==> src/rtl/ssov_pkg.sv <==
// Package for the socket status override block: offsets, fields, reset values and types.
package ssov_pkg;

  localparam logic [7:0] SSOV_EVENT_OFF = 8'h00;
  localparam logic [7:0] SSOV_EVMASK_OFF = 8'h04;
  localparam logic [7:0] SSOV_PRESENT_OFF = 8'h08;
  localparam logic [7:0] SSOV_OVERRIDE_OFF = 8'h0c;
  localparam logic [7:0] SSOV_CTRL_OFF = 8'h10;
  localparam logic [7:0] SSOV_IRQ_STAT_OFF = 8'h14;
  localparam logic [7:0] SSOV_IRQ_MASK_OFF = 8'h18;

  // Override register field positions.
  localparam int SSOV_B_STS = 0;
  localparam int SSOV_B_DETA = 1;
  localparam int SSOV_B_DETB = 2;
  localparam int SSOV_B_PWR = 3;
  localparam int SSOV_B_NARROW = 4;
  localparam int SSOV_B_WIDE = 5;
  localparam int SSOV_B_UNREC = 7;
  localparam int SSOV_B_LOSS = 8;
  localparam int SSOV_B_BADREQ = 9;
  localparam int SSOV_B_V5 = 10;
  localparam int SSOV_B_V3 = 11;
  localparam int SSOV_B_VX = 12;
  localparam int SSOV_B_VY = 13;
  localparam int SSOV_B_REINT = 14;

  // Present-state bits 31..28 report socket capability.
  localparam logic [3:0] SSOV_SOCKET_CAPS = 4'h3;
  localparam logic [13:0] SSOV_PRESENT_RST = 14'h0000;
  localparam logic [3:0] SSOV_EVENT_RST = 4'h0;

  // Interrupt status bits.
  localparam int SSOV_I_FORCE = 0;
  localparam int SSOV_I_REINT = 1;
  localparam int SSOV_I_AUTOOFF = 2;
  localparam logic [2:0] SSOV_IRQ_RST = 3'h0;

  // Interrogation result presented by the card interface.
  typedef struct packed {
    logic yy_volt;
    logic xx_volt;
    logic three_volt;
    logic five_volt;
    logic unrecognized;
    logic wide;
    logic narrow;
  } ssov_card_id_t;

  // Live socket pins mirrored into the present-state register.
  typedef struct packed {
    logic status_change;
    logic detect_b;
    logic detect_a;
    logic power_state;
    logic ready;
  } ssov_pins_t;

  typedef enum logic [2:0] {
    SSOV_IDLE = 3'b001,
    SSOV_ASK = 3'b010,
    SSOV_WAIT = 3'b100
  } ssov_state_t;

endpackage : ssov_pkg

==> src/rtl/ssov_top.sv <==
// Socket status override register bank with APB slave, event and present-state flags.
`timescale 1ns/1ps
`default_nettype none

module ssov_top (
  input wire logic i_clk,
  input wire logic i_reset_n,
  input wire logic i_psel,
  input wire logic i_penable,
  input wire logic i_pwrite,
  input wire logic [7:0] i_paddr,
  input wire logic [31:0] i_pwdata,
  output logic [31:0] o_prdata,
  output logic o_pready,
  output logic o_pslverr,
  input wire ssov_pkg::ssov_pins_t i_pins,
  input wire logic [3:0] i_pin_events,
  input wire ssov_pkg::ssov_card_id_t i_card_id,
  input wire logic i_interrogate_done,
  output logic o_interrogate_req,
  output logic o_auto_power_en,
  output logic o_irq
);

  logic setup_ff;
  logic [31:0] prdata_ff;
  logic pslverr_ff;
  logic [3:0] event_ff;
  logic [3:0] nxt_event;
  logic [3:0] evmask_ff;
  logic [3:0] volt_support_ff;
  logic bad_supply_request_ff;
  logic data_loss_ff;
  logic unrecognized_card_ff;
  logic wide_card_ff;
  logic narrow_card_ff;
  logic auto_power_ff;
  logic [2:0] irq_stat_ff;
  logic [2:0] nxt_irq_stat;
  logic [2:0] irq_mask_ff;
  logic [2:0] nxt_irq_mask;
  logic irq_ff;
  ssov_pkg::ssov_state_t state_ff;
  ssov_pkg::ssov_state_t nxt_state;

  logic setup_phase;
  logic wr_acc;
  logic rd_acc;
  logic wr_event;
  logic wr_evmask;
  logic wr_ovr;
  logic wr_irq_stat;
  logic wr_irq_mask;
  logic reint_req;
  logic volt_force;
  logic interrogate_end;
  logic [2:0] irq_events;
  logic [31:0] event_word;
  logic [31:0] evmask_word;
  logic [31:0] present_word;
  logic [31:0] override_word;
  logic [31:0] ctrl_word;
  logic [31:0] irq_stat_word;
  logic [31:0] irq_mask_word;
  logic [31:0] rd_word;
  logic rd_hit;

  // A setup cycle has psel high and penable still low. The slave answers in the
  // first cycle of the access phase, so no wait state is ever inserted and a write
  // takes effect at the rising edge that ends that cycle.
  assign setup_phase = i_psel && !i_penable;
  assign wr_acc = i_psel && i_penable && setup_ff && i_pwrite;
  assign rd_acc = setup_phase && !i_pwrite;

  // Write strobes, one for each register that software may write.
  assign wr_event = wr_acc && (i_paddr == ssov_pkg::SSOV_EVENT_OFF);
  assign wr_evmask = wr_acc && (i_paddr == ssov_pkg::SSOV_EVMASK_OFF);
  assign wr_ovr = wr_acc && (i_paddr == ssov_pkg::SSOV_OVERRIDE_OFF);
  assign wr_irq_stat = wr_acc && (i_paddr == ssov_pkg::SSOV_IRQ_STAT_OFF);
  assign wr_irq_mask = wr_acc && (i_paddr == ssov_pkg::SSOV_IRQ_MASK_OFF);

  // Trigger bit starts a new interrogation.
  assign reint_req = wr_ovr && i_pwdata[ssov_pkg::SSOV_B_REINT];
  assign volt_force = wr_ovr && (|i_pwdata[ssov_pkg::SSOV_B_VY:ssov_pkg::SSOV_B_V5]);
  assign interrogate_end = (state_ff == ssov_pkg::SSOV_WAIT) && i_interrogate_done;

  always_ff @(posedge i_clk or negedge i_reset_n) begin
    if (!i_reset_n) begin
      setup_ff <= 1'b0;
    end else begin
      setup_ff <= setup_phase;
    end
  end

  always_ff @(posedge i_clk or negedge i_reset_n) begin
    if (!i_reset_n) begin
      o_pready <= 1'b0;
    end else begin
      o_pready <= setup_phase;
    end
  end

  // Event bits: a pin event sets, a written one clears, a force copies the written bit.
  // A pin event wins over both, so a real socket event is never lost to software.
  for (genvar gi = 0; gi < 4; gi++) begin : g_event
    assign nxt_event[gi] = i_pin_events[gi] ? 1'b1 :
                           wr_ovr ? i_pwdata[gi] :
                           (wr_event && i_pwdata[gi]) ? 1'b0 :
                           event_ff[gi];
  end

  always_ff @(posedge i_clk or negedge i_reset_n) begin
    if (!i_reset_n) begin
      event_ff <= ssov_pkg::SSOV_EVENT_RST;
    end else begin
      event_ff <= nxt_event;
    end
  end

  always_ff @(posedge i_clk or negedge i_reset_n) begin
    if (!i_reset_n) begin
      evmask_ff <= 4'h0;
    end else if (wr_evmask) begin
      evmask_ff <= i_pwdata[3:0];
    end
  end

  // Present-state flags follow a force write; all but bits 9 and 8 also take the result of a new interrogation.
  // Bits 6 and 3..0 are live pins and are never stored here.
  // Voltage-support flags.
  always_ff @(posedge i_clk or negedge i_reset_n) begin
    if (!i_reset_n) begin
      volt_support_ff <= ssov_pkg::SSOV_PRESENT_RST[13:10];
    end else if (wr_ovr) begin
      volt_support_ff <= i_pwdata[ssov_pkg::SSOV_B_VY:ssov_pkg::SSOV_B_V5];
    end else if (interrogate_end) begin
      volt_support_ff <= {i_card_id.yy_volt, i_card_id.xx_volt,
                          i_card_id.three_volt, i_card_id.five_volt};
    end
  end

  always_ff @(posedge i_clk or negedge i_reset_n) begin
    if (!i_reset_n) begin
      bad_supply_request_ff <= ssov_pkg::SSOV_PRESENT_RST[9];
    end else if (wr_ovr) begin
      bad_supply_request_ff <= i_pwdata[ssov_pkg::SSOV_B_BADREQ];
    end
  end

  always_ff @(posedge i_clk or negedge i_reset_n) begin
    if (!i_reset_n) begin
      data_loss_ff <= ssov_pkg::SSOV_PRESENT_RST[8];
    end else if (wr_ovr) begin
      data_loss_ff <= i_pwdata[ssov_pkg::SSOV_B_LOSS];
    end
  end

  always_ff @(posedge i_clk or negedge i_reset_n) begin
    if (!i_reset_n) begin
      unrecognized_card_ff <= ssov_pkg::SSOV_PRESENT_RST[7];
    end else if (wr_ovr) begin
      unrecognized_card_ff <= i_pwdata[ssov_pkg::SSOV_B_UNREC];
    end else if (interrogate_end) begin
      unrecognized_card_ff <= i_card_id.unrecognized;
    end
  end

  always_ff @(posedge i_clk or negedge i_reset_n) begin
    if (!i_reset_n) begin
      wide_card_ff <= ssov_pkg::SSOV_PRESENT_RST[5];
    end else if (wr_ovr) begin
      wide_card_ff <= i_pwdata[ssov_pkg::SSOV_B_WIDE];
    end else if (interrogate_end) begin
      wide_card_ff <= i_card_id.wide;
    end
  end

  always_ff @(posedge i_clk or negedge i_reset_n) begin
    if (!i_reset_n) begin
      narrow_card_ff <= ssov_pkg::SSOV_PRESENT_RST[4];
    end else if (wr_ovr) begin
      narrow_card_ff <= i_pwdata[ssov_pkg::SSOV_B_NARROW];
    end else if (interrogate_end) begin
      narrow_card_ff <= i_card_id.narrow;
    end
  end

  // Interrogation sequencer.
  always_comb begin
    nxt_state = state_ff;
    case (state_ff)
      ssov_pkg::SSOV_IDLE: begin
        if (reint_req) begin
          nxt_state = ssov_pkg::SSOV_ASK;
        end
      end
      ssov_pkg::SSOV_ASK: begin
        nxt_state = ssov_pkg::SSOV_WAIT;
      end
      ssov_pkg::SSOV_WAIT: begin
        if (i_interrogate_done) begin
          nxt_state = ssov_pkg::SSOV_IDLE;
        end
      end
      default: begin
        nxt_state = ssov_pkg::SSOV_IDLE;
      end
    endcase
  end

  always_ff @(posedge i_clk or negedge i_reset_n) begin
    if (!i_reset_n) begin
      state_ff <= ssov_pkg::SSOV_IDLE;
      o_interrogate_req <= 1'b0;
    end else begin
      state_ff <= nxt_state;
      o_interrogate_req <= (nxt_state == ssov_pkg::SSOV_ASK);
    end
  end

  // Automatic power control: a voltage force switches it off, the trigger back on.
  always_ff @(posedge i_clk or negedge i_reset_n) begin
    if (!i_reset_n) begin
      auto_power_ff <= 1'b1;
    end else if (reint_req) begin
      auto_power_ff <= 1'b1;
    end else if (volt_force) begin
      auto_power_ff <= 1'b0;
    end
  end

  assign o_auto_power_en = auto_power_ff;

  // Interrupt causes: any override write, the end of an interrogation, and power
  // control being switched off.
  assign irq_events[ssov_pkg::SSOV_I_FORCE] = wr_ovr;
  assign irq_events[ssov_pkg::SSOV_I_REINT] = interrogate_end;
  // A voltage force switches power control off unless the trigger overrules it.
  assign irq_events[ssov_pkg::SSOV_I_AUTOOFF] = volt_force && !reint_req;

  // Sticky status: a new event wins over a clear in the same cycle.
  for (genvar gj = 0; gj < 3; gj++) begin : g_irq_stat
    assign nxt_irq_stat[gj] = irq_events[gj] ? 1'b1 :
                              (wr_irq_stat && i_pwdata[gj]) ? 1'b0 :
                              irq_stat_ff[gj];
  end

  always_comb begin
    if (wr_irq_mask) begin
      nxt_irq_mask = i_pwdata[2:0];
    end else begin
      nxt_irq_mask = irq_mask_ff;
    end
  end

  always_ff @(posedge i_clk or negedge i_reset_n) begin
    if (!i_reset_n) begin
      irq_stat_ff <= ssov_pkg::SSOV_IRQ_RST;
    end else begin
      irq_stat_ff <= nxt_irq_stat;
    end
  end

  always_ff @(posedge i_clk or negedge i_reset_n) begin
    if (!i_reset_n) begin
      irq_mask_ff <= 3'h0;
    end else begin
      irq_mask_ff <= nxt_irq_mask;
    end
  end

  // The line is built from the next status and mask, so it moves in the same cycle
  // as they do and never lags a clear or a mask write.
  always_ff @(posedge i_clk or negedge i_reset_n) begin
    if (!i_reset_n) begin
      irq_ff <= 1'b0;
    end else begin
      irq_ff <= |(nxt_irq_stat & nxt_irq_mask);
    end
  end

  // Read words, one for each register.
  assign event_word = {28'h000_0000, event_ff};
  assign evmask_word = {28'h000_0000, evmask_ff};
  assign present_word = {
    ssov_pkg::SSOV_SOCKET_CAPS,
    14'h0000,
    volt_support_ff,
    bad_supply_request_ff,
    data_loss_ff,
    unrecognized_card_ff,
    i_pins.ready,
    wide_card_ff,
    narrow_card_ff,
    i_pins.power_state,
    i_pins.detect_b,
    i_pins.detect_a,
    i_pins.status_change
  };
  // The override word reads zero; its force bits are write-only.
  assign override_word = 32'h0000_0000;
  assign ctrl_word = {
    29'h0000_0000,
    state_ff != ssov_pkg::SSOV_IDLE,
    1'b0,
    auto_power_ff
  };
  assign irq_stat_word = {29'h0000_0000, irq_stat_ff};
  assign irq_mask_word = {29'h0000_0000, irq_mask_ff};

  always_comb begin
    rd_word = 32'h0000_0000;
    rd_hit = 1'b1;
    if (i_paddr == ssov_pkg::SSOV_EVENT_OFF) begin
      rd_word = event_word;
    end else if (i_paddr == ssov_pkg::SSOV_EVMASK_OFF) begin
      rd_word = evmask_word;
    end else if (i_paddr == ssov_pkg::SSOV_PRESENT_OFF) begin
      rd_word = present_word;
    end else if (i_paddr == ssov_pkg::SSOV_OVERRIDE_OFF) begin
      rd_word = override_word;
    end else if (i_paddr == ssov_pkg::SSOV_CTRL_OFF) begin
      rd_word = ctrl_word;
    end else if (i_paddr == ssov_pkg::SSOV_IRQ_STAT_OFF) begin
      rd_word = irq_stat_word;
    end else if (i_paddr == ssov_pkg::SSOV_IRQ_MASK_OFF) begin
      rd_word = irq_mask_word;
    end else begin
      rd_hit = 1'b0;
    end
  end

  // Read data is captured in the setup cycle and stands through the access cycle.
  always_ff @(posedge i_clk or negedge i_reset_n) begin
    if (!i_reset_n) begin
      prdata_ff <= 32'h0000_0000;
    end else if (setup_phase) begin
      prdata_ff <= rd_acc ? rd_word : 32'h0000_0000;
    end
  end

  // An unmapped address is refused in either direction.
  always_ff @(posedge i_clk or negedge i_reset_n) begin
    if (!i_reset_n) begin
      pslverr_ff <= 1'b0;
    end else if (setup_phase) begin
      pslverr_ff <= !rd_hit;
    end
  end

  assign o_prdata = prdata_ff;
  assign o_pslverr = pslverr_ff;
  assign o_irq = irq_ff;

endmodule : ssov_top

`default_nettype wire

==> config.mk <==
export PLATFORM = sky130hd
export DESIGN_NAME = ssov_top
export DESIGN_NICKNAME = d
export VERILOG_FILES = /design/src/rtl/ssov_pkg.sv /design/src/rtl/ssov_top.sv
export SDC_FILE = /design/constraint.sdc
export NUM_CORES = 1
export LEC_CHECK = 0
export BUFFER_PORTS_ARGS = -buffer_cell sky130_fd_sc_hd__buf_2
export CORE_ASPECT_RATIO = 1.4
export CORE_UTILIZATION = 50
export CTS_CLUSTER_SIZE = 14
export DETAILED_ROUTE_END_ITERATION = 10
export MAX_ROUTING_LAYER = met4
export PLACE_DENSITY = 0.83
export SLEW_MARGIN = 20
export SYNTH_ARGS = -nofsm -noshare
export SYNTH_HDL_FRONTEND = slang
export SYNTH_SLANG_ARGS = --single-unit
==> constraint.sdc <==
create_clock -name i_clk -period 3 [get_ports i_clk]
set_clock_uncertainty 0.15 [all_clocks]
set_input_delay 0.75 -clock i_clk [delete_from_list [all_inputs] [get_ports i_clk]]
set_output_delay 0.75 -clock i_clk [all_outputs]
set_load 0.02 [all_outputs]
Word-level counts from Yosys, hierarchy flattened
Cells that the tools add are included.
{ "totals": {"reg_bits": 63, "latch_bits": 0, "ram_bits": 0, "mem_bits_ro": 0, "inputBits": 62, "out_inout_bits": 37, "wordCells": 113, "n_memories": 0} }
{ "op_classes": {"add_sub_neg": 0, "multipliers": 0, "div": 0, "magnitude_cmp": 0, "n_eq_ne": 11, "shift": 0, "mux": 47, "bitwise_logic": 1, "n_reduce_logical": 34} }
{ "op_table": {"columns": ["op", "n"], "rows": [
  ["two-way mux 32 bit", 4],
  ["two-way mux 1 bit", 33],
  ["equality test 8 x 5 -> 1 bit (second input constant)", 3],
  ["logical AND 1 bit", 21],
  ["two-way mux 3 bit", 7],
  ["equality test 8 x 4 -> 1 bit (second input constant)", 2],
  ["nonzero test 3 bit", 4],
  ["case mux 3 bit (3 select lines)", 1],
  ["equality test 8 x 3 -> 1 bit (second input constant)", 1],
  ["logical NOT 8 bit", 1],
  ["two-way mux 4 bit", 2],
  ["equality test 3 x 2 -> 1 bit (second input constant)", 2],
  ["logical NOT 1 bit", 4],
  ["nonzero test 2 bit", 2],
  ["OR reduction 4 bit", 1],
  ["bitwise AND 3 bit", 1],
  ["equality test 3 x 1 -> 1 bit (second input constant)", 1],
  ["equality test 3 bit (second input constant)", 1],
  ["!= test 3 x 1 -> 1 bit (second input constant)", 1],
  ["OR reduction 3 bit", 1]
]} }

Logic depth before layout (Yosys ltp)
{ "depth": {"depth_word": 10, "mapped_depth": 7, "depth_no_buf": 5} }

Worst setup path after synthesis
OpenSTA, ideal clock, no wires.
{ "synth_path": {"path_type": "input to register", "startpoint": "input port i_paddr[6]", "endpoint": "register irq_ff (netlist: o_irq)", "setup_time_ns": 0.126, "t_arrival_ns": 2.506, "required_time_ns": 2.724, "path_slack_ns": 0.218, "stages": 6, "path_buffers": 1, "cell_sequence": "or4_4 buf_6 nor4_2 mux2_2 nor4b_1 a221o_1"} }
{ "synth_via": {"word_cells_on_any_way": 22, "classes_between": "eq/ne: 3; mux: 7; bitwise: 1; reduce/logical: 11"} }
{ "synth_lines": {"columns": ["item", "line_no", "text"], "rows": [
  ["start, declared", "ssov_top.sv:11", "input wire logic [7:0] i_paddr,"],
  ["equality test 8 x 5 -> 1 bit", "ssov_top.sv:80", "assign wr_irq_mask = wr_acc && (i_paddr == ssov_pkg::SSOV_IRQ_MASK_OFF);"],
  ["logical AND 1 bit", "ssov_top.sv:80", null],
  ["two-way mux 3 bit", "ssov_top.sv:249", "if (wr_irq_mask) begin"],
  ["net nxt_irq_mask[0]", "ssov_top.sv:41", "logic [2:0] nxt_irq_mask;"],
  ["bitwise AND 3 bit", "ssov_top.sv:278", "irq_ff <= |(nxt_irq_stat & nxt_irq_mask);"],
  ["OR reduction 3 bit", "ssov_top.sv:278", null],
  ["end signal, assigned", "ssov_top.sv:278", null],
  ["end, declared", "ssov_top.sv:42", "logic irq_ff;"]
]} }
The timed path passes the listed nets, and every way through them passes these cells.
A chain may end at the register's enable or synchronous reset.

Final worst setup path
Same ends and word-level chain as after synthesis.

==> metrics.md <==
| Metric | Value |
|---|---|
| Compound-Gate Fraction of Synth Area | 15.3% |
| Hold WC Path Type | in2async |
| Multi-input gate area | 1010 µm² |
| Pwr Total | 1120 µW |
| Slew Limit Fails | 0 |
| DP Cell Count | 338 |
| Minimum clock period | 2.63 ns |
| Detailed Place HPWL | 3.90 mm |
| Clk buf depth | 2 |
| Final Hold Viols | 0 |
| Post-synth EDFFs | 0 |
| Max cap viols | 0 |
| CP max stage cell | or4_4 |
| Top cells by area, synth | dfrtp_1, buf_4, nand2_1 |
| FF/Latch Area | 1150 µm² |
| Proportion of layout cells with a drive suffix above 1 | 34.3% |
| Place WS | 0.0538 ns |
| Cells after Synth | 221 |
| Largest family of logic cells by synthesized area | simple AND/OR/NAND/NOR gates |
| Sequential area share after synthesis | 50.2% |
| 1st-iter DRT viols | 87 |
| Slew HR | 65.5% |
| Clk root buf | clkbuf_8 |
| Clk_lat worst skew | 0.30 ns |
| DRC viols | 0 |
| Die X | 59.3 µm |
| Grt ovf | 0 |
| Ratio of final minimum period to clock period | 87.8% |
| Htree depth | 2 |
| Initial Util | 53.3% |
| Simple-Gate Fraction of Synth Area | 19.1% |
| Worst Setup Start Kind | primary input |
| Synth area leader | dfrtp_1 |
| Global Route Usage Sum | 23.3% |
| ANT cells | 0 |
| Number of buffers inserted during clock tree synthesis | 5 |
| Finished Layout Cells | 346 |
| TritonCTS clock tree | done |
| Yosys top cell area share | 48.0% |
| Crit end category | flop |
| DR WL/cell | 14.6 µm |
| # resized after CTS | 0 |
| Area Growth Syn to Fin | 18.4% |
| Ys async rst share | 100% |
| Clk slew on worst S/H paths | 0.09 ns |
| Synth Warn # | 0 |
| Core area | 4310 µm² |
| Synth Register Bits | 46 |
| Via density | 5.45 |
| Pwr per Cell Area | 410 nW/µm² |
| CP max FO | 7 |
| CP max stage delay | 0.58 ns |
| PortBufs | 64 |
| Most frequent cells in the layout | buf_2, dfrtp_1, nand2_1 |
| DRT Pass-1 Iters | 4 |
| Worst-margin pin slew | 0.517 ns |
| Clock sink count | 46 |
| Adder-cell share of the synthesized area | 0% |
| Largest net degree at the start of global routing | 25 |
| Total wire length | 5.04 mm |
| Final worst setup slack | 0.366 ns |
| Critical Path RT | 3.04 ns |
| Peak supply drop | 0.297 mV |
| CP cell instances | buf_2 > or4_4 > nor4_2 > mux2_2 > nor4b_1 > a221o_1 |
| Post-synthesis mux area share | 6.43% |
| Post-synth top flop | dfrtp_1 |
| Detail Route Antenna Nets | 0 |
| Number of global-route vias before repair | 1742 |
| Most common cell after layout, fill and taps aside | buf_2 |
| Die area | 4870 µm² |
| Final setup TNS | 0 ns |
| Antenna violations before repair | 0 |
| # IOs | 99 |
| Leak Pwr | 0.00135 µW |
| Post-layout net count | 347 |
| Arrival time at the worst endpoint | 2.67 ns |
| Netlist Area Pre-Place | 2300 µm² |
| Status | complete, no violations |
| Hold Buf Count CTS | 0 |
| Post-Route Utilization | 63.1% |
| Fill cell count | 371 |
| Setup violators final | 0 |
| F_max | 0.380 GHz |
| Global-route wire length before repair | 7.98 mm |
| Die Y | 82.2 µm |
| Global placement routability congestion | 0.847 |
| Kind of critical path | in2reg |
| Top delay family on crit path | simple AND/OR/NAND/NOR gates |
| Vias | 1884 |
| Post-synthesis xor/xnor area fraction | 0% |
| Post-CTS setup buffer count | 0 |
| Yosys cell types | 44 |
| Row count | 28 |
| Avg Cell Area, Syn | 10.4 µm² |
| Sum of buffers and inverters on the critical path | 1 |
| RSZ-0062 raised after global routing | no |
[metrics by stage]
stage	hold slack (ns)	instance area, µm²
after detailed placement	0.307	2630
after global placement	0.301	2630
final	0.256	2720
after floorplan	0.290	2350
after CTS	0.266	2720
after global routing	0.291	2720
[final timing paths]
| check | from | endpoint | slack, ns | cells past startpoint |
|---|---|---|---|---|
| worst min register to register | bad_supply_request_ff$_DFFE_PN0N_ | bad_supply_request_ff$_DFFE_PN0N_ | 0.32 | 2 |
| worst min-delay path | i_reset_n | o_prdata[5]$_DFFE_PN0P_ | 0.26 | 1 |
| worst max-delay path | i_paddr[6] | o_irq$_DFF_PN0_ | 0.37 | 6 |
| worst max register to register | o_pready$_DFF_PN0_ | o_irq$_DFF_PN0_ | 0.81 | 5 |
| min in group i_clk | bad_supply_request_ff$_DFFE_PN0N_ | bad_supply_request_ff$_DFFE_PN0N_ | 0.32 | 2 |
| max in group asynchronous | i_reset_n | evmask_ff[1]$_DFFE_PN0P_ | 1.74 | 2 |
[Yosys cell counts (2+ instances only)]
| cell | n |
|---|---|
| nor4_4 | 2 |
| a22o_1 | 12 |
| or3_4 | 2 |
| dfstp_2 | 2 |
| o221ai_1 | 2 |
| inv_1 | 4 |
| or3_1 | 5 |
| a31oi_1 | 4 |
| o41ai_2 | 2 |
| nor4_1 | 2 |
| a21oi_1 | 7 |
| dfrtp_1 | 44 |
| o22ai_1 | 2 |
| mux2i_1 | 8 |
| nor3_1 | 6 |
| clkbuf_1 | 7 |
| nand2_1 | 29 |
| buf_4 | 18 |
| nand3b_1 | 2 |
| o21ai_0 | 11 |
| mux2_2 | 6 |
| nand2b_1 | 2 |
| nor2_1 | 10 |
| buf_1 | 3 |
| nand3_1 | 8 |
| nand4_1 | 2 |
| nor4b_1 | 2 |
[report_power, final]
| group | leakage (µW) | internal [µW] | switching, µW |
|---|---|---|---|
| Combinational | 0.000696 | 36.4 | 79.0 |
| Sequential | 0.000606 | 623 | 1.98 |
| Clock | 0.0000441 | 164 | 211 |
| Total | 0.00135 | 823 | 292 |
[cell type report]
type                    instances  area share [%]
flip-flops and latches         46            42.4
multi-input cells             156            37.1
repair buffers                 71            13.7
well taps                      60            2.76
clock buffers                   5            2.53
clock inverters                 3           0.782
inverters                       5           0.690
[kinds of logic after synthesis]
group / Yosys count
buffers and inverters: 34
and+or+nand+nor: 78
AOI/OAI and AO/OA: 48
muxes: 14
other: 1
DFF: 46
[metal layers]
layer | up-vias | GRT usage, % | routed length (µm)
met1 | 913 | 26.8 | 2020
met5 | - | - | 0
met3 | 6 | 3.89 | 208
met2 | 61 | 39.1 | 2730
met4 | 0 | 11.2 | 80
li1 | 904 | - | -
[worst register-to-register path, delay by kind of cell, from the launching register on]
kind             cells  cell delay, ns
AND/OR/NAND/NOR      3            0.88
flip-flops           1            0.36
AO/OA/AOI/OAI        1            0.28
multiplexers         1            0.40
[flip-flops by register name (all words and copies together), names as in the netlist]
name,flops
bad_supply_request_ff,1
data_loss_ff,1
event_ff,4
evmask_ff,4
irq_mask_ff,3
irq_stat_ff,3
narrow_card_ff,1
o_auto_power_en,1
o_interrogate_req,1
o_irq,1
o_prdata,15
o_pready,1
o_pslverr,1
state_ff,3
unrecognized_card_ff,1
volt_support_ff,4
wide_card_ff,1
Note: power is estimated with default switching activity, not from simulation.
